--- config.mk ---
export PLATFORM = sky130hd
export DESIGN_NAME = digital_io_process_port_sync_latch
export DESIGN_NICKNAME = d
export VERILOG_FILES = /design/src/logic/dio_port_pkg.sv /design/src/logic/digital_io_process_port_sync_latch.sv
export SDC_FILE = /design/constraint.sdc
export NUM_CORES = 1
export LEC_CHECK = 0
export BUFFER_PORTS_ARGS = -buffer_cell sky130_fd_sc_hd__clkbuf_2
export CELL_PAD_IN_SITES_DETAIL_PLACEMENT = 1
export CELL_PAD_IN_SITES_GLOBAL_PLACEMENT = 2
export CORE_MARGIN = 3
export CORE_UTILIZATION = 43
export CTS_BUF_LIST = sky130_fd_sc_hd__clkbuf_4
export DETAILED_ROUTE_END_ITERATION = 16
export GPL_ROUTABILITY_DRIVEN = 0
export PLACE_DENSITY_LB_ADDON = 0.1
export SYNTH_ARGS = -nofsm -noshare
export SYNTH_HDL_FRONTEND = slang
export SYNTH_SLANG_ARGS = --single-unit
--- constraint.sdc ---
create_clock -name clk_sys_in -period 4.3 [get_ports clk_sys_in]
set_clock_uncertainty 0.15 [all_clocks]
set_input_delay 0.43 -clock clk_sys_in [delete_from_list [all_inputs] [get_ports clk_sys_in]]
set_output_delay 0.43 -clock clk_sys_in [all_outputs]
set_load 0.02 [all_outputs]
--- src/logic/dio_port_pkg.sv ---
package dio_port_pkg;

    // Register offsets on the plain register port (byte addresses)
    localparam logic [7:0] OFF_PORT_SELECT = 8'h00;
    localparam logic [7:0] OFF_PORT_CFG    = 8'h04;
    localparam logic [7:0] OFF_EXT_CFG     = 8'h08;
    localparam logic [7:0] OFF_SYNC_CFG    = 8'h0c;
    localparam logic [7:0] OFF_PULSE_LEN   = 8'h10;
    localparam logic [7:0] OFF_OUT_DATA    = 8'h14;
    localparam logic [7:0] OFF_IN_DATA     = 8'h18;
    localparam logic [7:0] OFF_EVENT_REQ   = 8'h1c;
    localparam logic [7:0] OFF_STAMP_BASE  = 8'h20;
    localparam logic [7:0] OFF_STAMP_LAST  = 8'h3c;

    // Reset values (EEPROM load replaces them)
    localparam logic [7:0]  RST_PORT_SELECT = 8'h04;
    localparam logic [15:0] RST_PORT_CFG    = 16'h0000;
    localparam logic [15:0] RST_EXT_CFG     = 16'h0000;
    localparam logic [7:0]  RST_SYNC_CFG    = 8'h00;
    localparam logic [15:0] RST_PULSE_LEN   = 16'h0001;

    // Port configuration fields
    localparam int PCFG_IN_SEL_LSB  = 0;
    localparam int PCFG_OUT_SEL_LSB = 2;
    localparam int PCFG_BIDIR       = 4;
    localparam int PCFG_WD_IMMED    = 5;
    localparam int PCFG_STB_WD_MAP  = 6;
    localparam int PCFG_STB_POL     = 7;

    // Time-event/edge-stamp configuration fields, one nibble per pin
    localparam int SCFG_SYNC_SEL = 0;
    localparam int SCFG_OPEN     = 1;
    localparam int SCFG_POL      = 2;
    localparam int SCFG_MAP      = 3;
    localparam int SCFG_STRIDE   = 4;

    // Event request fields
    localparam int EVR_KIND_LSB = 8;

    // Port-select codes
    localparam logic [7:0] CODE_DIO    = 8'h04;
    localparam logic [7:0] CODE_ALTSER = 8'h05;

    // Timing
    localparam int CLK_PERIOD_NS  = 5;
    localparam int STROBE_MIN_NS  = 75;
    localparam int WD_PULSE_MAX_NS = 45;
    localparam int STROBE_CYCLES  = (STROBE_MIN_NS + CLK_PERIOD_NS - 1) / CLK_PERIOD_NS;
    localparam int WD_PULSE_CYCLES = WD_PULSE_MAX_NS / CLK_PERIOD_NS;

    // Port kind, one-hot
    typedef enum logic [7:0] {
        KIND_NONE     = 8'h01,
        KIND_DIO      = 8'h02,
        KIND_ALTSER   = 8'h04,
        KIND_SERIAL   = 8'h08,
        KIND_HB8_LEG  = 8'h10,
        KIND_HB16_LEG = 8'h20,
        KIND_HB8_DIR  = 8'h40,
        KIND_HB16_DIR = 8'h80
    } port_kind_t;

    // Core events, one-cycle pulses
    typedef struct packed {
        logic frame_start;
        logic frame_end;
        logic frame_end_pdwd;
        logic wd_expired;
        logic wd_trigger;
        logic time_event_b;
        logic time_event_a;
    } core_events_t;

    // Register port request
    typedef struct packed {
        logic        wr;
        logic        rd;
        logic [7:0]  addr;
        logic [31:0] wdata;
    } reg_req_t;

    // EEPROM load word
    typedef struct packed {
        logic        valid;
        logic [7:0]  addr;
        logic [15:0] data;
    } eeprom_load_t;

endpackage : dio_port_pkg

--- src/logic/digital_io_process_port_sync_latch.sv ---
// Added by the designer: the placing of the registers and the plain strobed port.
`timescale 1ns/1ps

// Functional notes
// - Stamp both rising and falling edges of each edge-stamp input.
// - Each shared pin is time-event output or edge-stamp input per its bit.
// - Output mode picks push-pull or open drain/source, and polarity.
// - Enabled time-event output holds its input low unless remapped (b in I/O mode).
// - Map bit reflects time-event state into event request bits.
// - Time-event pulse width follows pulse-length register, EEPROM loaded.
// - Code 04h digital I/O, 05h alternate serial, 80h/82h serial.
// - 88h/8Ah/8Ch 8-bit, 89h/8Bh/8Dh 16-bit legacy host bus.
// - 90h/92h/94h 8-bit, 91h/93h/95h 16-bit direct host bus.
// - One config register pair, meaning depends on mode, EEPROM loaded.
// - Sixteen I/O lines, output data drives, input data returns samples.
// - Each adjacent line pair is set as a unit in or out.
// - Extended config bit n sets pair n direction; 1 means output.
// - Bidirectional mode drives outputs for latching then releases lines.
// - Watchdog bit resets outputs at once or at next update event.
// - Pulse watchdog output whenever the buffer watchdog is triggered.
// - Strobe mode bit also routes watchdog pulse onto output strobe.
// - Inputs sampled at frame start, strobe rise, event a or event b.
// - Outputs updated at frame end, event a, event b, or watchdog frame end.
// - Output strobe active level set by polarity bit.
module digital_io_process_port_sync_latch (
    input  wire logic                       clk_sys_in,
    input  wire logic                       arst_n_in,
    input  wire logic                       clk_en_in,
    input  wire dio_port_pkg::reg_req_t     reg_req_in,
    output logic [31:0]                     reg_rdata_out,
    input  wire dio_port_pkg::eeprom_load_t eeprom_load_in,
    input  wire dio_port_pkg::core_events_t core_events_in,
    input  wire logic [63:0]                system_time_in,
    input  wire logic                       shared_pin_a_in,
    output logic                            shared_pin_a_out,
    output logic                            shared_pin_a_oe_out,
    input  wire logic                       shared_pin_b_in,
    output logic                            shared_pin_b_out,
    output logic                            shared_pin_b_oe_out,
    input  wire logic                       edge_stamp_alt_b_in,
    input  wire logic                       sample_strobe_in,
    input  wire logic                       external_output_kill_in,
    input  wire logic [15:0]                digital_io_lines_in,
    output logic [15:0]                     digital_io_lines_out,
    output logic [15:0]                     digital_io_lines_oe_out,
    output logic                            output_strobe_out,
    output logic                            watchdog_pulse_out,
    output logic [1:0]                      event_req_state_out
);
    import dio_port_pkg::*;

    // Port-select decode
    function automatic port_kind_t decode_kind(input logic [7:0] code);
        port_kind_t k;
        k = KIND_NONE;
        if (code == CODE_DIO)                      k = KIND_DIO;
        else if (code == CODE_ALTSER)              k = KIND_ALTSER;
        else if (code == 8'h80 || code == 8'h82)   k = KIND_SERIAL;
        else if (code == 8'h88 || code == 8'h8a || code == 8'h8c) k = KIND_HB8_LEG;
        else if (code == 8'h89 || code == 8'h8b || code == 8'h8d) k = KIND_HB16_LEG;
        else if (code == 8'h90 || code == 8'h92 || code == 8'h94) k = KIND_HB8_DIR;
        else if (code == 8'h91 || code == 8'h93 || code == 8'h95) k = KIND_HB16_DIR;
        return k;
    endfunction : decode_kind

    // Shared pin drive {out, oe}
    function automatic logic [1:0] pin_drive(input logic sel, input logic act,
                                             input logic open, input logic pol);
        logic lvl;
        lvl = act ^ pol;
        if (!sel)      return 2'b00;
        else if (open) return {lvl, act};
        else           return {lvl, 1'b1};
    endfunction : pin_drive

    // Configuration registers
    logic [7:0]  port_sel_q;
    logic [15:0] port_cfg_q;
    logic [15:0] ext_cfg_q;
    logic [7:0]  sync_cfg_q;
    logic [15:0] pulse_len_q;
    logic [15:0] out_data_q;
    logic        fresh_q;

    // Datapath state
    logic [15:0] sync_cnt_q [2];
    logic [1:0]  latch_prev_q;
    logic        stamp_armed_q;
    logic [63:0] stamp_q [4];
    logic        strobe_prev_q;
    logic [15:0] in_data_q;
    logic [15:0] out_lines_q;
    logic        killed_q;
    logic        kill_pending_q;
    logic [4:0]  stb_cnt_q;
    logic [3:0]  wdp_cnt_q;

    // Config write path: EEPROM load or software write
    wire         cfg_we    = clk_en_in && (eeprom_load_in.valid || reg_req_in.wr);
    wire [7:0]   cfg_addr  = eeprom_load_in.valid ? eeprom_load_in.addr : reg_req_in.addr;
    wire [15:0]  cfg_wdata = eeprom_load_in.valid ? eeprom_load_in.data
                                                  : reg_req_in.wdata[15:0];

    // Mode decode and pin configuration
    port_kind_t kind;
    assign kind = decode_kind(port_sel_q);
    wire        is_dio    = (kind == KIND_DIO);
    wire [1:0]  sync_sel  = {sync_cfg_q[SCFG_STRIDE + SCFG_SYNC_SEL], sync_cfg_q[SCFG_SYNC_SEL]};
    wire [1:0]  sync_open = {sync_cfg_q[SCFG_STRIDE + SCFG_OPEN], sync_cfg_q[SCFG_OPEN]};
    wire [1:0]  sync_pol  = {sync_cfg_q[SCFG_STRIDE + SCFG_POL], sync_cfg_q[SCFG_POL]};
    wire [1:0]  sync_map  = {sync_cfg_q[SCFG_STRIDE + SCFG_MAP], sync_cfg_q[SCFG_MAP]};
    wire [1:0]  sync_start = {core_events_in.time_event_b, core_events_in.time_event_a};
    wire [15:0] pulse_eff = (pulse_len_q == 16'h0000) ? 16'h0001 : pulse_len_q;
    wire [1:0]  sync_act  = {sync_cnt_q[1] != 16'h0000, sync_cnt_q[0] != 16'h0000};
    wire [1:0]  drv_a     = pin_drive(sync_sel[0], sync_act[0], sync_open[0], sync_pol[0]);
    wire [1:0]  drv_b     = pin_drive(sync_sel[1], sync_act[1], sync_open[1], sync_pol[1]);

    // Edge-stamp sources: held low behind an enabled output, b remapped in I/O mode
    wire [1:0]  latch_raw = {sync_sel[1] ? (is_dio & edge_stamp_alt_b_in) : shared_pin_b_in,
                             sync_sel[0] ? 1'b0 : shared_pin_a_in};
    // No edge until one enabled cycle has loaded the real idle level after reset
    wire [1:0]  latch_rise = latch_raw & ~latch_prev_q & {2{stamp_armed_q}};
    wire [1:0]  latch_fall = ~latch_raw & latch_prev_q & {2{stamp_armed_q}};

    // Sample and update event selection
    wire [1:0]  in_sel  = port_cfg_q[PCFG_IN_SEL_LSB +: 2];
    wire [1:0]  out_sel = port_cfg_q[PCFG_OUT_SEL_LSB +: 2];
    wire        stb_rise = sample_strobe_in & ~strobe_prev_q;
    wire        in_ev = (in_sel == 2'd0) ? core_events_in.frame_start :
                        (in_sel == 2'd1) ? stb_rise :
                        (in_sel == 2'd2) ? core_events_in.time_event_a :
                                           core_events_in.time_event_b;
    wire        upd_ev = is_dio && ((out_sel == 2'd0) ? core_events_in.frame_end :
                                    (out_sel == 2'd1) ? core_events_in.time_event_a :
                                    (out_sel == 2'd2) ? core_events_in.time_event_b :
                                                        core_events_in.frame_end_pdwd);
    wire        wd_exp    = core_events_in.wd_expired;
    wire        wd_immed  = port_cfg_q[PCFG_WD_IMMED];
    wire        upd_zero  = kill_pending_q || (wd_exp && !wd_immed) || (killed_q && !fresh_q);
    wire        data_wr   = clk_en_in && reg_req_in.wr && reg_req_in.addr == OFF_OUT_DATA;

    // Line direction: pairs from extended config, or strobe window in bidirectional mode
    logic [15:0] dir_lines;
    always_comb begin
        for (int i = 0; i < 16; i++) begin
            dir_lines[i] = ext_cfg_q[i / 2];
        end
    end
    wire         stb_act  = (stb_cnt_q != 5'd0);
    wire         wdp_act  = (wdp_cnt_q != 4'd0);
    wire [15:0]  oe_next  = !is_dio ? 16'h0000 :
                            port_cfg_q[PCFG_BIDIR] ? {16{stb_act}} : dir_lines;
    wire         stb_level = (stb_act || (port_cfg_q[PCFG_STB_WD_MAP] && wdp_act))
                             ^ port_cfg_q[PCFG_STB_POL];

    // Register read decode
    logic [31:0] rd_mux;
    always_comb begin
        rd_mux = 32'h0000_0000;
        if (reg_req_in.addr >= OFF_STAMP_BASE && reg_req_in.addr <= OFF_STAMP_LAST) begin
            rd_mux = reg_req_in.addr[2] ? stamp_q[reg_req_in.addr[4:3]][63:32]
                                        : stamp_q[reg_req_in.addr[4:3]][31:0];
        end else begin
            unique case (reg_req_in.addr)
                OFF_PORT_SELECT: rd_mux = {24'h0, port_sel_q};
                OFF_PORT_CFG:    rd_mux = {16'h0, port_cfg_q};
                OFF_EXT_CFG:     rd_mux = {16'h0, ext_cfg_q};
                OFF_SYNC_CFG:    rd_mux = {24'h0, sync_cfg_q};
                OFF_PULSE_LEN:   rd_mux = {16'h0, pulse_len_q};
                OFF_OUT_DATA:    rd_mux = {16'h0, out_data_q};
                OFF_IN_DATA:     rd_mux = {16'h0, in_data_q};
                OFF_EVENT_REQ:   rd_mux = {16'h0, kind, 6'h00, event_req_state_out};
                default:         rd_mux = 32'h0000_0000;
            endcase
        end
    end

    // Configuration registers, one pair of port config shared by all modes
    always_ff @(posedge clk_sys_in or negedge arst_n_in) begin
        if (!arst_n_in) begin
            port_sel_q  <= RST_PORT_SELECT;
            port_cfg_q  <= RST_PORT_CFG;
            ext_cfg_q   <= RST_EXT_CFG;
            sync_cfg_q  <= RST_SYNC_CFG;
            pulse_len_q <= RST_PULSE_LEN;
        end else if (cfg_we) begin
            if (cfg_addr == OFF_PORT_SELECT) port_sel_q  <= cfg_wdata[7:0];
            if (cfg_addr == OFF_PORT_CFG)    port_cfg_q  <= cfg_wdata;
            if (cfg_addr == OFF_EXT_CFG)     ext_cfg_q   <= cfg_wdata;
            if (cfg_addr == OFF_SYNC_CFG)    sync_cfg_q  <= cfg_wdata[7:0];
            if (cfg_addr == OFF_PULSE_LEN)   pulse_len_q <= cfg_wdata;
        end
    end

    // Output data register and freshness since the last update event or watchdog expiry
    always_ff @(posedge clk_sys_in or negedge arst_n_in) begin
        if (!arst_n_in) begin
            out_data_q <= 16'h0000;
            fresh_q    <= 1'b0;
        end else if (clk_en_in) begin
            if (data_wr) out_data_q <= reg_req_in.wdata[15:0];
            if (data_wr) fresh_q <= 1'b1;
            else if (upd_ev || wd_exp) fresh_q <= 1'b0;
        end
    end

    // Time-event pulse counters
    always_ff @(posedge clk_sys_in or negedge arst_n_in) begin
        if (!arst_n_in) begin
            sync_cnt_q[0] <= 16'h0000;
            sync_cnt_q[1] <= 16'h0000;
        end else if (clk_en_in) begin
            for (int i = 0; i < 2; i++) begin
                if (sync_start[i]) sync_cnt_q[i] <= pulse_eff;
                else if (sync_act[i]) sync_cnt_q[i] <= sync_cnt_q[i] - 16'h0001;
            end
        end
    end

    // Shared pins and event request state
    always_ff @(posedge clk_sys_in or negedge arst_n_in) begin
        if (!arst_n_in) begin
            {shared_pin_a_out, shared_pin_a_oe_out} <= 2'b00;
            {shared_pin_b_out, shared_pin_b_oe_out} <= 2'b00;
            event_req_state_out <= 2'b00;
        end else if (clk_en_in) begin
            {shared_pin_a_out, shared_pin_a_oe_out} <= drv_a;
            {shared_pin_b_out, shared_pin_b_oe_out} <= drv_b;
            event_req_state_out <= sync_act & sync_map;
        end
    end

    // Edge time stamps, separate per input and edge
    always_ff @(posedge clk_sys_in or negedge arst_n_in) begin
        if (!arst_n_in) begin
            latch_prev_q <= 2'b00;
            stamp_armed_q <= 1'b0;
            for (int k = 0; k < 4; k++) stamp_q[k] <= 64'h0;
        end else if (clk_en_in) begin
            latch_prev_q <= latch_raw;
            stamp_armed_q <= 1'b1;
            for (int i = 0; i < 2; i++) begin
                if (latch_rise[i]) stamp_q[2 * i] <= system_time_in;
                if (latch_fall[i]) stamp_q[2 * i + 1] <= system_time_in;
            end
        end
    end

    // Input sampling
    always_ff @(posedge clk_sys_in or negedge arst_n_in) begin
        if (!arst_n_in) begin
            strobe_prev_q <= 1'b0;
            in_data_q     <= 16'h0000;
        end else if (clk_en_in) begin
            strobe_prev_q <= sample_strobe_in;
            if (is_dio && in_ev) in_data_q <= digital_io_lines_in;
        end
    end

    // Output update with watchdog reset handling
    always_ff @(posedge clk_sys_in or negedge arst_n_in) begin
        if (!arst_n_in) begin
            out_lines_q    <= 16'h0000;
            killed_q       <= 1'b0;
            kill_pending_q <= 1'b0;
        end else if (clk_en_in) begin
            if (wd_exp && wd_immed) begin
                out_lines_q    <= 16'h0000;
                killed_q       <= 1'b1;
                kill_pending_q <= 1'b0;
            end else if (upd_ev) begin
                out_lines_q    <= upd_zero ? 16'h0000 : out_data_q;
                killed_q       <= upd_zero;
                kill_pending_q <= 1'b0;
            end else if (wd_exp) begin
                kill_pending_q <= 1'b1;
            end
        end
    end

    // Output strobe window and watchdog pulse counters
    always_ff @(posedge clk_sys_in or negedge arst_n_in) begin
        if (!arst_n_in) begin
            stb_cnt_q <= 5'd0;
            wdp_cnt_q <= 4'd0;
        end else if (clk_en_in) begin
            if (upd_ev) stb_cnt_q <= 5'(STROBE_CYCLES);
            else if (stb_act) stb_cnt_q <= stb_cnt_q - 5'd1;
            if (core_events_in.wd_trigger) wdp_cnt_q <= 4'(WD_PULSE_CYCLES);
            else if (wdp_act) wdp_cnt_q <= wdp_cnt_q - 4'd1;
        end
    end

    // Digital line pins, strobe, watchdog pulse and read data
    always_ff @(posedge clk_sys_in or negedge arst_n_in) begin
        if (!arst_n_in) begin
            digital_io_lines_out    <= 16'h0000;
            digital_io_lines_oe_out <= 16'h0000;
            output_strobe_out       <= 1'b0;
            watchdog_pulse_out      <= 1'b0;
            reg_rdata_out           <= 32'h0000_0000;
        end else if (clk_en_in) begin
            digital_io_lines_out    <= external_output_kill_in ? 16'h0000 : out_lines_q;
            digital_io_lines_oe_out <= oe_next;
            output_strobe_out       <= stb_level;
            watchdog_pulse_out      <= wdp_act;
            reg_rdata_out           <= reg_req_in.rd ? rd_mux : 32'h0000_0000;
        end
    end

    // Checks
    a_stamp_rise_time: assert property (@(posedge clk_sys_in) disable iff (!arst_n_in)
        clk_en_in && latch_rise[0] |=> stamp_q[0] == $past(system_time_in))
        else $error("rising stamp a missed system time");
    a_stamp_fall_time: assert property (@(posedge clk_sys_in) disable iff (!arst_n_in)
        clk_en_in && latch_fall[1] |=> stamp_q[3] == $past(system_time_in))
        else $error("falling stamp b missed system time");
    a_latch_held_low: assert property (@(posedge clk_sys_in) disable iff (!arst_n_in)
        clk_en_in && sync_sel[0] |=> !latch_prev_q[0])
        else $error("edge input a not held low behind output");
    a_pin_input_mode: assert property (@(posedge clk_sys_in) disable iff (!arst_n_in)
        clk_en_in && !sync_sel[1] |=> !shared_pin_b_oe_out)
        else $error("pin b driven while in input mode");
    a_sync_pulse_len: assert property (@(posedge clk_sys_in) disable iff (!arst_n_in)
        clk_en_in && sync_start[0] && pulse_len_q == 16'h0003 |=> sync_act[0] [*3] ##1
        (!sync_act[0] || $past(sync_start[0])))
        else $error("time event a pulse length wrong");
    a_event_map_state: assert property (@(posedge clk_sys_in) disable iff (!arst_n_in)
        clk_en_in && sync_map[1] && sync_act[1] |=> event_req_state_out[1])
        else $error("mapped state b not reflected");
    a_wd_immed_zero: assert property (@(posedge clk_sys_in) disable iff (!arst_n_in)
        clk_en_in && wd_exp && wd_immed |=> out_lines_q == 16'h0000 && killed_q)
        else $error("immediate watchdog reset not applied");
    a_wd_stays_zero: assert property (@(posedge clk_sys_in) disable iff (!arst_n_in)
        clk_en_in && upd_ev && killed_q && !fresh_q && !data_wr |=> out_lines_q == 16'h0000)
        else $error("outputs left zero state without new data");
    a_wd_pulse_out: assert property (@(posedge clk_sys_in) disable iff (!arst_n_in)
        clk_en_in && core_events_in.wd_trigger ##1 clk_en_in |=> watchdog_pulse_out)
        else $error("watchdog pulse not emitted");
    a_kill_lines_zero: assert property (@(posedge clk_sys_in) disable iff (!arst_n_in)
        clk_en_in && external_output_kill_in |=> digital_io_lines_out == 16'h0000)
        else $error("kill input did not zero lines");
    a_pair_direction: assert property (@(posedge clk_sys_in) disable iff (!arst_n_in)
        clk_en_in && is_dio && !port_cfg_q[PCFG_BIDIR] |=>
        digital_io_lines_oe_out[1:0] == {2{$past(ext_cfg_q[0])}})
        else $error("pair 0 direction mismatch");
    a_stamp_fall_a: assert property (@(posedge clk_sys_in) disable iff (!arst_n_in)
        clk_en_in && latch_fall[0] |=> stamp_q[1] == $past(system_time_in))
        else $error("falling stamp a missed system time");
    a_pin_level: assert property (@(posedge clk_sys_in) disable iff (!arst_n_in)
        clk_en_in && sync_sel[0] |=>
        shared_pin_a_out == ($past(sync_act[0]) ^ $past(sync_pol[0])))
        else $error("pin a level ignores polarity");
    a_event_map_off: assert property (@(posedge clk_sys_in) disable iff (!arst_n_in)
        clk_en_in && !sync_map[0] |=> !event_req_state_out[0])
        else $error("unmapped state a reflected");
    a_strobe_wd_map: assert property (@(posedge clk_sys_in) disable iff (!arst_n_in)
        clk_en_in && port_cfg_q[PCFG_STB_WD_MAP] && wdp_act && !port_cfg_q[PCFG_STB_POL] |=>
        output_strobe_out)
        else $error("watchdog pulse missing on strobe");
    a_strobe_window: assert property (@(posedge clk_sys_in) disable iff (!arst_n_in)
        clk_en_in && upd_ev && !port_cfg_q[PCFG_STB_POL] ##1 clk_en_in |=> output_strobe_out)
        else $error("strobe not active after update");
    a_update_applies: assert property (@(posedge clk_sys_in) disable iff (!arst_n_in)
        clk_en_in && upd_ev && !upd_zero && !(wd_exp && wd_immed) |=>
        out_lines_q == $past(out_data_q))
        else $error("update did not apply output data");
    a_input_sample: assert property (@(posedge clk_sys_in) disable iff (!arst_n_in)
        clk_en_in && is_dio && in_ev |=> in_data_q == $past(digital_io_lines_in))
        else $error("input data not sampled at event");
    a_non_dio_quiet: assert property (@(posedge clk_sys_in) disable iff (!arst_n_in)
        clk_en_in && !is_dio |=> digital_io_lines_oe_out == 16'h0000)
        else $error("lines driven outside digital mode");

endmodule : digital_io_process_port_sync_latch

## After elaboration in Yosys (flattened, before gate mapping)

Index checks and enable logic that the tools add are counted.

| storage, ports and cells | value |
|---|---|
| register bits after elaboration | 488 |

| cells by class | value |
|---|---|
| add/subtract/negate cells | 4 |
| $lt $le $gt $ge | 3 |
| eq/ne operators | 32 |
| mux-type cells | 50 |
| bitwise logic cells | 14 |
| reduce and logical (&&, ||, !) cells | 60 |

Operator list:

| kind | number |
|---|---|
| 16-bit 2-to-1 mux | 12 |
| 64-bit binary-select mux with 2-bit select | 1 |
| 64-bit 2-to-1 mux | 2 |
| 16-bit one-hot mux with 8 select lines | 1 |
| 8-bit == test, second input constant | 14 |
| 32-bit 2-to-1 mux | 3 |
| 8-bit 2-to-1 mux | 8 |
| 8-bit by 5-bit == test with 1-bit output, second input constant | 5 |
| 2-bit AND reduction | 18 |
| 8-bit by 3-bit == test with 1-bit output, second input constant | 4 |
| 8-bit by 4-bit == test with 1-bit output, second input constant | 4 |
| 16-bit nonzero test | 2 |
| 16-bit by 1-bit subtractor with 16-bit output, second input constant | 2 |
| 1-bit 2-to-1 mux | 17 |
| 16-bit zero test | 1 |
| 8-bit zero test | 2 |
| 1-bit logical OR | 14 |
| 2-bit nonzero test | 6 |
| 2-bit bitwise AND | 5 |
| 1-bit logical AND | 10 |
| 5-bit 2-to-1 mux | 2 |
| 8-bit by 2-bit == test with 1-bit output, second input constant | 1 |
| 8-bit by 6-bit greater-or-equal comparator with 1-bit output, second input constant | 1 |
| 8-bit by 6-bit less-or-equal comparator with 1-bit output, second input constant | 1 |
| other kinds (17) | 27 |

## Depth between registers and ports, before layout

Gate-level depths: netlist (run 1).

| logic depth | value |
|---|---|
| depth in word-level cells | 17 |
| depth in mapped cells | 9 |
| gate-level depth less buffers | 7 |

## Worst setup path after synthesis (run 1)

Ideal clock, no wire load.

| path | value |
|---|---|
| path type | in2reg |
| start point | input port eeprom_load_in[16] (netlist bit) |
| end point | register ext_cfg_q[10] |
| setup time | 0.127 ns |
| arrival | 2.082 ns |
| setup slack | 1.940 ns |
| stages on the path | 6 |
| path buffers | 1 |
| path through | or4_1 -> o22ai_2 -> o21ai_2 -> nor3_4 -> buf_6 -> mux2_1 |

| between the ends | value |
|---|---|
| longest elaborated chain between the ends | 3 |

RTL lines:

| what | line | source |
|---|---|---|
| start, declared | digital_io_process_port_sync_latch.sv:31 | `input wire dio_port_pkg::eeprom_load_t eeprom_load_in,` |
| 8-bit 2-to-1 mux | digital_io_process_port_sync_latch.sv:100 | `wire [7:0] cfg_addr = eeprom_load_in.valid ? eeprom_load_in.addr : reg_req_in.addr;` |
| 8-bit by 4-bit == test with 1-bit output | digital_io_process_port_sync_latch.sv:189 | `if (cfg_addr == OFF_EXT_CFG) ext_cfg_q <= cfg_wdata;` |
| 2-bit AND reduction (no source line) | n/a |  |
| end signal, assigned | digital_io_process_port_sync_latch.sv:189 |  |
| end, declared | digital_io_process_port_sync_latch.sv:79 | `logic [15:0] ext_cfg_q;` |

Every way passes these cells.
A chain may end at the register's enable or synchronous reset.

## Worst setup path in the final report (run 1)

| path | value |
|---|---|
| start point | input port reg_req_in[33] (netlist bit) |
| end point | register ext_cfg_q[10] |

| between the ends | value |
|---|---|
| longest elaborated chain between the ends | 3 |

RTL lines:

| what | line | source |
|---|---|---|
| start, declared | digital_io_process_port_sync_latch.sv:29 | `input wire dio_port_pkg::reg_req_t reg_req_in,` |
| 8-bit 2-to-1 mux | digital_io_process_port_sync_latch.sv:100 |  |
| 8-bit by 4-bit == test with 1-bit output | digital_io_process_port_sync_latch.sv:189 |  |
| 2-bit AND reduction (no source line) | n/a |  |

Every way passes these cells.

==> results of run 1 <==
==> sequential cells by signal, summed over array words and instances (netlist names), 2 cells and up <==
signal                   flops
digital_io_lines_out        16
out_lines_q                 16
ext_cfg_q                   16
stb_cnt_q                    5
stamp_q                    256
port_cfg_q                  16
sync_cfg_q                   8
out_data_q                  16
digital_io_lines_oe_out      8
reg_rdata_out               32
sync_cnt_q                  32
pulse_len_q                 16
in_data_q                   16
wdp_cnt_q                    4
event_req_state_out          2
port_sel_q                   8
latch_prev_q                 2
==> area by class of cell <==
class / instances / share of cell area
clock inverters: 34 / 0.00800
clock buffers: 206 / 0.0553
repair buffers: 415 / 0.111
flip-flops and latches: 480 / 0.429
inverters: 44 / 0.00590
multi-input cells: 1083 / 0.360
diodes: 12 / 0.00107
well taps: 680 / 0.0304
==> report_power, final <==
part	switching, mW	internal (mW)
logic	1.01	1.22
clock network	1.99	2.36
registers	0.502	5.26
==> kinds of logic (layout without fill, tap and decap cells) <==
logic type / after synthesis / in the layout / synth area share
muxes: 510 / 510 / 0.281
DFF: 480 / 480 / 0.526
and+or+nand+nor: 307 / 307 / 0.0745
AOI/OAI and AO/OA: 254 / 254 / 0.0788
other: 0 / 12 / 0
xor gates and xnor gates: 7 / 7 / 0.00268
adders and majority gates: 5 / 5 / 0.00274
buffers and inverters: 155 / 699 / 0.0338
==> through the flow <==
step,setup slack (ns),utilization
3_3_place_gp,1.21,0.473
2_1_floorplan,1.94,-
4_1_cts,1.25,0.538
6_report,1.06,0.539
5_1_grt,1.08,0.539
3_5_place_dp,1.20,0.473
==> layer usage <==
layer  track usage  vias up  wire length (um)  part of all wire
met5             0        -                13           0.00019
met4        0.0927        2              1900             0.027
met3        0.0649      121              3370             0.048
met2         0.424      373             35000              0.50
met1         0.318     8575             29500              0.42
li1              -     7396                 -                 -
==> worst max-delay path: stages <==
cell           delay, ns
dlygate4sd3_1       0.55
clkbuf_2            0.14
or4_1               0.57
o22ai_2             0.17
o21ai_2             0.14
nor3_4              0.95
mux2_1              0.40
dlygate4sd3_1       0.58
==> final timing paths <==
kind	start	endpoint	cells past startpoint
max reg2reg	port_sel_q[3]$_DFFE_PN0P_	stamp_q[102]$_DFFE_PN0P_	6
min in group asynchronous	arst_n_in	port_sel_q[2]$_DFFE_PN1P_	3
max	reg_req_in[33]	ext_cfg_q[10]$_DFFE_PN0P_	8
min reg2reg	reg_rdata_out[24]$_DFFE_PN0P_	reg_rdata_out[24]$_DFFE_PN0P_	1
max in group asynchronous	arst_n_in	stamp_q[25]$_DFFE_PN0P_	4
min	digital_io_lines_in[14]	in_data_q[14]$_DFFE_PN0P_	3
==> what timing repair did <==
action / 4_1_cts / 5_1_grt
hold endpoints to repair: 920 / 0
hold buffers: 163 / 0
endpoints found under the setup margin: 0 / 0
==> cells in the final DEF (no fill, tap or decap), drive strengths merged, types with 18 or more instances in the layout <==
master	synthesis	layout
clkbuf	51	418
mux2	384	384
nor2	59	59
clkinv	0	23
mux4	61	61
inv	44	49
o21ai	57	57
dfrtp	478	478
nand3b	19	19
o2bb2ai	30	30
a22oi	24	24
nand2	90	90
nor2b	18	18
mux2i	65	65
buf	60	41
nor3	21	21
dlygate4sd3	0	162
a21oi	36	36
==> results by group, run 1 <==
Run status
  – Status: complete, no violations

CTS
  – Root Driver: clkbuf_4
  – H-tree levels: 4
  – CTS clk-pin slew, worst paths: 0.06 ns
  – TritonCTS clock tree: built
  – Clock Latency Late Sink: 0.97 ns
  – Setup Fix Bufs, Post-CTS: 0
  – Num CTS Buffers: approximately 140
  – Max Buffers Root-to-Sink: 3
  – Total clock sinks: 480
  – Post-CTS sizing: 0

Power
  – Leak Pwr: between 10 and 15 nW
  – Design Power: 12.3 mW
  – Peak VDD IR: ~0.00027 V
  – PwrDens: 441 nW/um2

Worst setup path
  – Worst setup path category: in2reg
  – Crit path capture type: flip-flop
  – Critical path peak fanout: 16
  – Worst R2R Setup Slack: ~1.3 ns
  – Startpoint types: primary input
  – Critical path data required time: ~5.0 ns
  – Arr. time, crit path: 3.93 ns

Die
  – Die area: roughly 56,000 um2
  – Die X: 236 um
  – Initial Utilization: 0.440
  – Die boundary height: 236 um
  – Core area: a little over 50,000 um2
  – Row count: slightly above 80
  – Io pins: roughly 230

GRT
  – Vias in the first global route: ~18k
  – Gr usage total: 0.253
  – First-pass GRT wire length: 109,000 um
  – Largest net degree at the start of global routing: 97
  – Overflow after GRT: 0
  – Initial antenna violation count: 9

Route
  – Routed vias: about 16k
  – Vias/cell: 5.57
  – Post-route ant nets: 0
  – Routed WL: between 60,000 and 70,000 um
  – DRC violations left: 0
  – WL per Instance: ~24 um
  – Router iterations before antenna repair: 5
  – Initial DRC count: 726

Synth
  – Synth Cell Area: around 23,000 um2
  – Asr flop ratio synth: 1.00
  – Top post-synthesis cells by count: dfrtp_1 (478), mux2_2 (344), nand2_1 (90)
  – Synth Register Bits: 480
  – Largest area contributor in the synthesized netlist: dfrtp_1
  – Most frequent cell after synthesis: dfrtp_1
  – Syn. warnings: 0
  – Ys flop type: dfrtp_1
  – Post-synthesis cell type count: 87
  – Cells after synthesis: ~1.7k
  – Syn Nets: roughly 1.9k
  – Area contributors post-synth: dfrtp_1 (52%), mux2_2 (17%), mux4_2 (6.0%), mux2i_1 (2.8%), nand2_1 (1.5%)
  – Yosys top cell area share: 0.524
  – Sequential element share of the synthesized area: 0.526
  – Syn_area_per_cell: approximately 13 um2
  – Number of synthesized flops with an enable pin: 0

Final layout
  – Register area: 12,000 um2
  – Post-Layout Cell Count: 2,954
  – Final instance area: between 20,000 and 30,000 um2
  – Fillcell total: roughly 5.4k
  – Final net count: roughly 2.3k
  – Area delta synth->final: 22.6%
  – Layout cells sized above 1: 0.412
  – Area of the multi-input gates: a little over 10,000 um2

Place
  – DP Cell Count: ~2.5k
  – IO Port Bufs: around 220
  – Final HPWL DP: between 40,000 and 50,000 um
  – Area post-placement: approximately 25,000 um2

STA
  – Fmax: roughly 310 MHz
  – # setup viols final: 0
  – Tcrit/Tclk final: 0.753
  – Final Hold Violating Endpoints: 0
  – Hold slack: between 0.1 and 0.15 ns
  – Crit path time final: roughly 3.2 ns
  – Final max-slew violation count: 0
  – RSZ-0062 raised after global routing: no
  – Actual slew at the worst max-slew pin: approximately 1.1 ns
  – Worst slew margin: 0.236
  – Setup TNS: 0 ns

Hold path
  – Worst hold path class: in2reg

Flow run
  – # Max-Cap Violations: 0
Power figures use the tool's default switching activity.
==> inputs of run 2 (changes only) <==
--- a/config.mk
+++ b/config.mk
@@ -9,7 +9,7 @@
 export CELL_PAD_IN_SITES_DETAIL_PLACEMENT = 1
 export CELL_PAD_IN_SITES_GLOBAL_PLACEMENT = 2
 export CORE_MARGIN = 3
-export CORE_UTILIZATION = 43
+export CORE_UTILIZATION = 39
 export CTS_BUF_LIST = sky130_fd_sc_hd__clkbuf_4
 export DETAILED_ROUTE_END_ITERATION = 16
 export GPL_ROUTABILITY_DRIVEN = 0
==> constraint.sdc (replaced) <==
create_clock -name clk_sys_in -period 2.6 [get_ports clk_sys_in]
set_clock_uncertainty 0.15 [all_clocks]
set_input_delay 0.26 -clock clk_sys_in [delete_from_list [all_inputs] [get_ports clk_sys_in]]
set_output_delay 0.26 -clock clk_sys_in [all_outputs]
set_load 0.02 [all_outputs]
==> results by group, run 2 (synthesis results as in run 1) <==
Flow run
  – # Max-Cap Violations: 0 (unchanged)

Die
  – Die boundary height: 248 um (+4.9%)
  – Die X: 248 um (+4.9%)
  – Row count: 88 (+6.0%)
  – Io pins: 234 (unchanged)
  – Die area: 61,500 um2 (+10%)
  – Core area: 57,800 um2 (+11%)
  – Initial Utilization: 0.395 (-0.0447)

CTS
  – Max Buffers Root-to-Sink: 3 (unchanged)
  – TritonCTS clock tree: built
  – H-tree levels: 4 (unchanged)
  – Total clock sinks: 480 (unchanged)
  – Root Driver: clkbuf_4
  – Num CTS Buffers: 141 (+2.2%)
  – Clock Latency Late Sink: 0.96 ns (about the same)
  – CTS clk-pin slew, worst paths: 0.06 ns (about the same)

Final layout
  – Area of the multi-input gates: 10,100 um2 (+0.26%)
  – Post-Layout Cell Count: 3,238 (+9.6%)
  – Area delta synth->final: 32.8%
  – Number of flip-flops in the largest register: 256 (unchanged)
  – Layout cells sized above 1: 0.406 (-0.00663)
  – Most frequent cells in the layout: dfrtp_1 (476), mux2_2 (344), dlygate4sd3_1 (310)
  – Final core occ: 0.524 (-0.0146)
  – Final net count: 2,543 (+9.2%)
  – Top Registers: stamp_q (256), reg_rdata_out (32), sync_cnt_q (32)
  – Register with the most flip-flops: stamp_q
  – Fillcell total: 5,995 (+12%)
  – Commonest non-fill, non-tap cell in the layout: dfrtp_1
  – Register area: 12,000 um2 (about the same)

Worst setup path
  – Worst setup path category: in2reg
  – Critical path data required time: 3.23 ns (-1.76 ns)
  – Crit-path cells: dlygate4sd3_1 > clkbuf_2 > or4_1 > o22ai_4 > o21ai_4 > and3b_1 > dlygate4sd3_1 > buf_12 > mux2_2
  – Reg2reg start: port_sel_q[2]$_DFFE_PN1P_
  – Startpoint types: primary input
  – Crit-path slowest cell: dlygate4sd3_1
  – Crit path capture type: flip-flop
  – Buf+Inv Stages, Crit Path: 4 (+1)
  – Crit path launch: eeprom_load_in[16]
  – Top Family by Delay on Critical Path: buffers and inverters
  – Critical path peak fanout: 16 (unchanged)
  – Most Frequent Cell on Critical Path: dlygate4sd3_1
  – Worst path max stage delay: 0.60 ns (-0.35 ns)
  – Arr. time, crit path: 3.26 ns (-0.67 ns)

STA
  – # setup viols final: 7 (+7)
  – RSZ-0062 raised after global routing: no
  – Tcrit/Tclk final: 1.01
  – Actual slew at the worst max-slew pin: 0.755 ns (-0.387 ns)
  – Setup TNS: -0.0482 ns (-0.0482 ns)
  – Final Hold Violating Endpoints: 0 (unchanged)
  – Final worst slack: -0.0216 ns (-1.08 ns)
  – Crit path time final: 2.62 ns
  – Fmax: approximately 380 MHz
  – Worst slew margin: 0.495 (+0.258)
  – Final max-slew violation count: 0 (unchanged)

GRT
  – Largest net degree at the start of global routing: 65 (-33%)
  – Initial antenna violation count: 5 (-4)
  – Overflow after GRT: 0 (unchanged)
  – Vias in the first global route: 19.5k (+7.0%)
  – First-pass GRT wire length: 117,000 um (+7.4%)
  – Gr usage total: 0.252 (-0.00171)

Place
  – Pre-CTS setup slack: 0.137 ns (-1.06 ns)
  – DP Cell Count: 2,686 (+5.8%)
  – IO Port Bufs: 217 (unchanged)
  – Final HPWL DP: 48,700 um (+7.2%)

Route
  – Initial DRC count: 797 (+9.8%)
  – Vias/cell: 5.37 (-3.7%)
  – WL per Instance: 23.2 um (-1.9%)
  – DRC violations left: 0 (unchanged)
  – Routed WL: 75,000 um (+7.5%)
  – Router iterations before antenna repair: 5 (unchanged)
  – Post-route ant nets: 0 (unchanged)
  – Routed vias: 17.4k (+5.5%)

Power
  – PwrDens: 685 nW/um2 (+55%)
  – Leak Pwr: 13.6 nW (+8.7%)
  – Peak VDD IR: 0.000421 V (+58%)
  – Design Power: 20.8 mW (+68%)

Run status
  – Failing checks: setup timing
  – Status: finished, violations left

Hold path
  – Critical hold path startpoint: reg_req_in[36]
  – Worst hold path class: in2reg
==> run 2: cell types whose count changed in the layout (fill, tap and decap cells not counted), sizes merged, moves of 2 or more <==
| cell | change |
|---|---|
| dlygate4sd3 | +148 |
| buf | +63 |
| diode | -8 |
| clkbuf | -2 |
| clkinv | -2 |
| inv | +2 |
==> run 2: layout make-up <==
type,instances,share of cell area
flip-flops and latches,480,0.396
clock inverters,32,0.00681
diodes,4,0.000330
inverters,44,0.00545
multi-input cells,1083,0.333
repair buffers,626,0.176
well taps,765,0.0316
clock buffers,204,0.0505
==> run 2: final timing paths <==
path	to	depth (start not counted)	slack [ns]
worst min-delay path	reg_rdata_out[11]$_DFFE_PN0P_	5	0.13
worst min register to register	stamp_q[120]$_DFFE_PN0P_	1	0.33
worst max register to register	in_data_q[11]$_DFFE_PN0P_	6	0.08
worst max-delay path	port_cfg_q[1]$_DFFE_PN0P_	9	-0.02
max in group asynchronous	stamp_q[27]$_DFFE_PN0P_	5	1.42
min in group asynchronous	killed_q$_DFFE_PN0P_	4	0.44
==> run 2: stage by stage <==
stage / area (um2) / hold WS [ns]
2_1_floorplan: 22800 / -0.186
6_report: 30300 / 0.131
3_3_place_gp: 25400 / 0.111
4_1_cts: 30300 / 0.0116
3_5_place_dp: 25400 / 0.113
5_1_grt: 30300 / 0.0801
==> run 2: power breakdown <==
part / internal [mW] / switching, mW / total, mW / leakage, nW
clock network: 3.79 / 3.37 / 7.16 / 1.04
registers: 8.70 / 0.818 / 9.52 / 6.05
logic: 2.34 / 1.76 / 4.10 / 6.55
==> run 2: per-layer routing <==
| metal | track usage | vias up | routed length, um |
|---|---|---|---|
| li1 | - | 7792 | - |
| met1 | 0.310 | 9047 | 31800 |
| met2 | 0.430 | 400 | 37800 |
| met3 | 0.0476 | 133 | 2900 |
| met4 | 0.113 | 2 | 2480 |
| met5 | 0 | - | 7 |
==> run 2: worst register-to-register path: cells and delay by family, from the launching register on <==
family | cells | cell delay [ns]
buf+inv | 2 | 0.77
simple gates | 3 | 0.61
flops | 1 | 0.57
mux | 1 | 0.31
==> run 2: repair_timing <==
| item | CTS | global route |
|---|---|---|
| gates resized for setup | 0 | 12 |
| setup buffers | 0 | 1 |
| hold buffers | 311 | 0 |
| hold endpoints to repair | 952 | 0 |
| setup endpoints to repair | 0 | 51 |
==> inputs of run 3 (changes only) <==
--- a/config.mk
+++ b/config.mk
@@ -10,10 +10,10 @@
 export CELL_PAD_IN_SITES_GLOBAL_PLACEMENT = 2
 export CORE_MARGIN = 3
 export CORE_UTILIZATION = 39
-export CTS_BUF_LIST = sky130_fd_sc_hd__clkbuf_4
+export CTS_BUF_LIST = sky130_fd_sc_hd__clkbuf_2 sky130_fd_sc_hd__clkbuf_4 sky130_fd_sc_hd__clkbuf_8
 export DETAILED_ROUTE_END_ITERATION = 16
 export GPL_ROUTABILITY_DRIVEN = 0
-export PLACE_DENSITY_LB_ADDON = 0.1
+export PLACE_DENSITY = 0.83
 export SYNTH_ARGS = -nofsm -noshare
 export SYNTH_HDL_FRONTEND = slang
 export SYNTH_SLANG_ARGS = --single-unit
==> results by group, run 3 (synthesis results as in run 1) <==
Worst setup path
  – Reg2reg start: port_sel_q[2]$_DFFE_PN1P_
  – Worst setup path category: reg2reg
  – Worst reg2reg path depth: 7 (+1)
  – Reg2reg end: stamp_q[100]$_DFFE_PN0P_
  – Critical path peak fanout: 30 (+14)
  – Arr. time, crit path: 2.92 ns (-0.34 ns)
  – Critical path data required time: 2.98 ns (-0.25 ns)
  – Worst R2R Setup Slack: 0.07 ns (about the same)
  – Startpoint types: flip-flop
  – Crit path capture type: flip-flop

Final layout
  – Commonest non-fill, non-tap cell in the layout: dfrtp_1
  – Final core occ: 0.495 (-0.0294)
  – Number of flip-flops in the largest register: 256 (unchanged)
  – Post-Layout Cell Count: 2,979 (-8.0%)
  – Register with the most flip-flops: stamp_q
  – Top Registers: stamp_q (256), reg_rdata_out (32), sync_cnt_q (32)
  – Area delta synth->final: 25.3%
  – Layout cells sized above 1: 0.425 (+0.0189)
  – Final net count: 2,308 (-9.2%)
  – Most frequent cells in the layout: dfrtp_1 (478), mux2_2 (344), clkbuf_2 (212)

GRT
  – Initial antenna violation count: 4 (-1)
  – Met2 usage: 0.406 (-0.0239)
  – Vias in the first global route: 18.4k (-6.0%)
  – Overflow after GRT: 0 (unchanged)
  – First-pass GRT wire length: 111,000 um (-5.1%)
  – Global routing's busiest layer: met2
  – Met1 Use GR: 0.299 (-0.0109)
  – Largest net degree at the start of global routing: 85 (+31%)
  – Met3 usage: 0.0472 (-0.000432)
  – Gr usage total: 0.236 (-0.0157)

Hold path
  – Worst hold path class: in2reg
  – Hold Path Depth: 5 (unchanged)
  – Critical hold path startpoint: core_events_in[1]
  – WHS Endpoint: sync_cnt_q[10]$_DFFE_PN0P_

Route
  – Initial DRC count: 880 (+10%)
  – DRC violations left: 0 (unchanged)
  – Routed WL: 71,900 um (-4.1%)
  – Router iterations before antenna repair: 5 (unchanged)
  – Routed vias: 16.5k (-5.0%)
  – Post-route ant nets: 0 (unchanged)
  – Vias/cell: 5.54 (+3.2%)
  – WL per Instance: 24.1 um (+4.3%)

Die
  – Io pins: 234 (unchanged)
  – Die area: 61,500 um2 (unchanged)
  – Core area: 57,800 um2 (unchanged)
  – Initial Utilization: 0.395 (unchanged)
  – Row count: 88 (unchanged)
  – Die X: 248 um (unchanged)
  – Die boundary height: 248 um (unchanged)

Place
  – IO Port Bufs: 217 (unchanged)
  – Final HPWL DP: 49,400 um (+1.4%)
  – DP Cell Count: 2,688 (+0.074%)

CTS
  – Num CTS Buffers: 86 (-39%)
  – Clock Latency Late Sink: 0.69 ns (-0.27 ns)
  – Max Buffers Root-to-Sink: 3 (unchanged)
  – TritonCTS clock tree: built
  – H-tree levels: 3 (-1)
  – Total clock sinks: 480 (unchanged)
  – Root Driver: clkbuf_8
  – CTS clk-pin slew, worst paths: 0.05 ns (about the same)

STA
  – Setup TNS: 0 ns (+0.0482 ns)
  – RSZ-0062 raised after global routing: no
  – Worst slew margin: 0.592 (+0.0979)
  – Hold slack: 0.0657 ns (-0.0657 ns)
  – Final Hold Violating Endpoints: 0 (unchanged)
  – Tcrit/Tclk final: 0.975 (-0.0335)
  – # setup viols final: 0 (-7)
  – Crit path time final: 2.53 ns (-0.0870 ns)
  – Actual slew at the worst max-slew pin: 0.596 ns (-0.160 ns)
  – Fmax: 395 MHz (+3.4%)
  – Final max-slew violation count: 0 (unchanged)

Power
  – Design Power: 21.4 mW (+2.9%)
  – Leak Pwr: 12.7 nW (-6.5%)
  – PwrDens: 747 nW/um2 (+9.0%)
  – Peak VDD IR: 0.000462 V (+9.7%)

Run status
  – Status: complete, no violations

Flow run
  – # Max-Cap Violations: 0 (unchanged)
## run 3: cell count changes in the layout (fill, tap and decap cells not counted), moves of 3 or more
| cell | before | now |
|---|---|---|
| buf_4 | 71 | 82 |
| buf_12 | 28 | 23 |
| dlygate4sd3_1 | 310 | 128 |
| inv_2 | 6 | 1 |
| buf_6 | 3 | 0 |
| clkinv_2 | 1 | 11 |
| inv_8 | 0 | 3 |
| clkinv_4 | 3 | 0 |
| clkinv_1 | 17 | 0 |
| clkbuf_4 | 204 | 24 |
| clkbuf_8 | 0 | 113 |
## run 3: metrics by stage
step	worst slack, ns	area [um2]
4_1_cts	0.0608	28600
5_1_grt	0.00319	28600
3_5_place_dp	0.0833	25300
2_1_floorplan	0.270	22800
3_3_place_gp	0.154	25300
6_report	0.0655	28600
## run 3: per-layer routing
metal  up-vias  wire length (um)
li1       7262                 -
met1      8650             30200
met2       433             36100
met3       152              3540
met4         4              2050
met5         -                18
## run 3: area by class of cell
type | instances | area, um2
Clock inverter | 21 | 226
Fill cell | 5902 | 29200
Sequential cell | 480 | 12000
Multi-Input combinational cell | 1083 | 10100
Antenna cell | 3 | 7.51
Inverter | 44 | 165
Timing Repair Buffer | 446 | 3430
Tap cell | 765 | 957
Clock buffer | 137 | 1740
## run 3: what timing repair did
action,CTS,global route
setup endpoints to repair,0,2
gates resized for setup,0,2
hold buffers,129,0
endpoints found under the hold margin,798,0
buffers inserted,0,1
## run 3: worst max path at each step
stage,start,end,slack (ns),cells after the start
2_1_floorplan,port_sel_q[3]$_DFFE_PN0P_,stamp_q[77]$_DFFE_PN0P_,0.27,7
3_5_place_dp,port_sel_q[2]$_DFFE_PN1P_,stamp_q[122]$_DFFE_PN0P_,0.08,6
6_report,port_sel_q[2]$_DFFE_PN1P_,stamp_q[100]$_DFFE_PN0P_,0.07,7
5_1_grt,port_sel_q[2]$_DFFE_PN1P_,stamp_q[127]$_DFFE_PN0P_,0.003,7
4_1_cts,port_sel_q[2]$_DFFE_PN1P_,stamp_q[93]$_DFFE_PN0P_,0.06,6
3_3_place_gp,eeprom_load_in[16],port_cfg_q[14]$_DFFE_PN0P_,0.15,7
## run 3: worst max-delay path, cell delays in order (launching register included)
cell     delay, ns
dfstp_2       0.57
nor4b_4       0.26
and3_4        0.28
a31oi_4       0.13
nor3_4        0.26
buf_12        0.15
buf_12        0.21
mux2_2        0.36
## run 3: power by group
part | switching, mW | leakage [nW] | internal, mW
combinational | 1.77 | 5.66 | 2.12
clock | 3.34 | 1.04 | 4.57
sequential | 0.873 | 6.05 | 8.71
total | 5.98 | 12.7 | 15.4
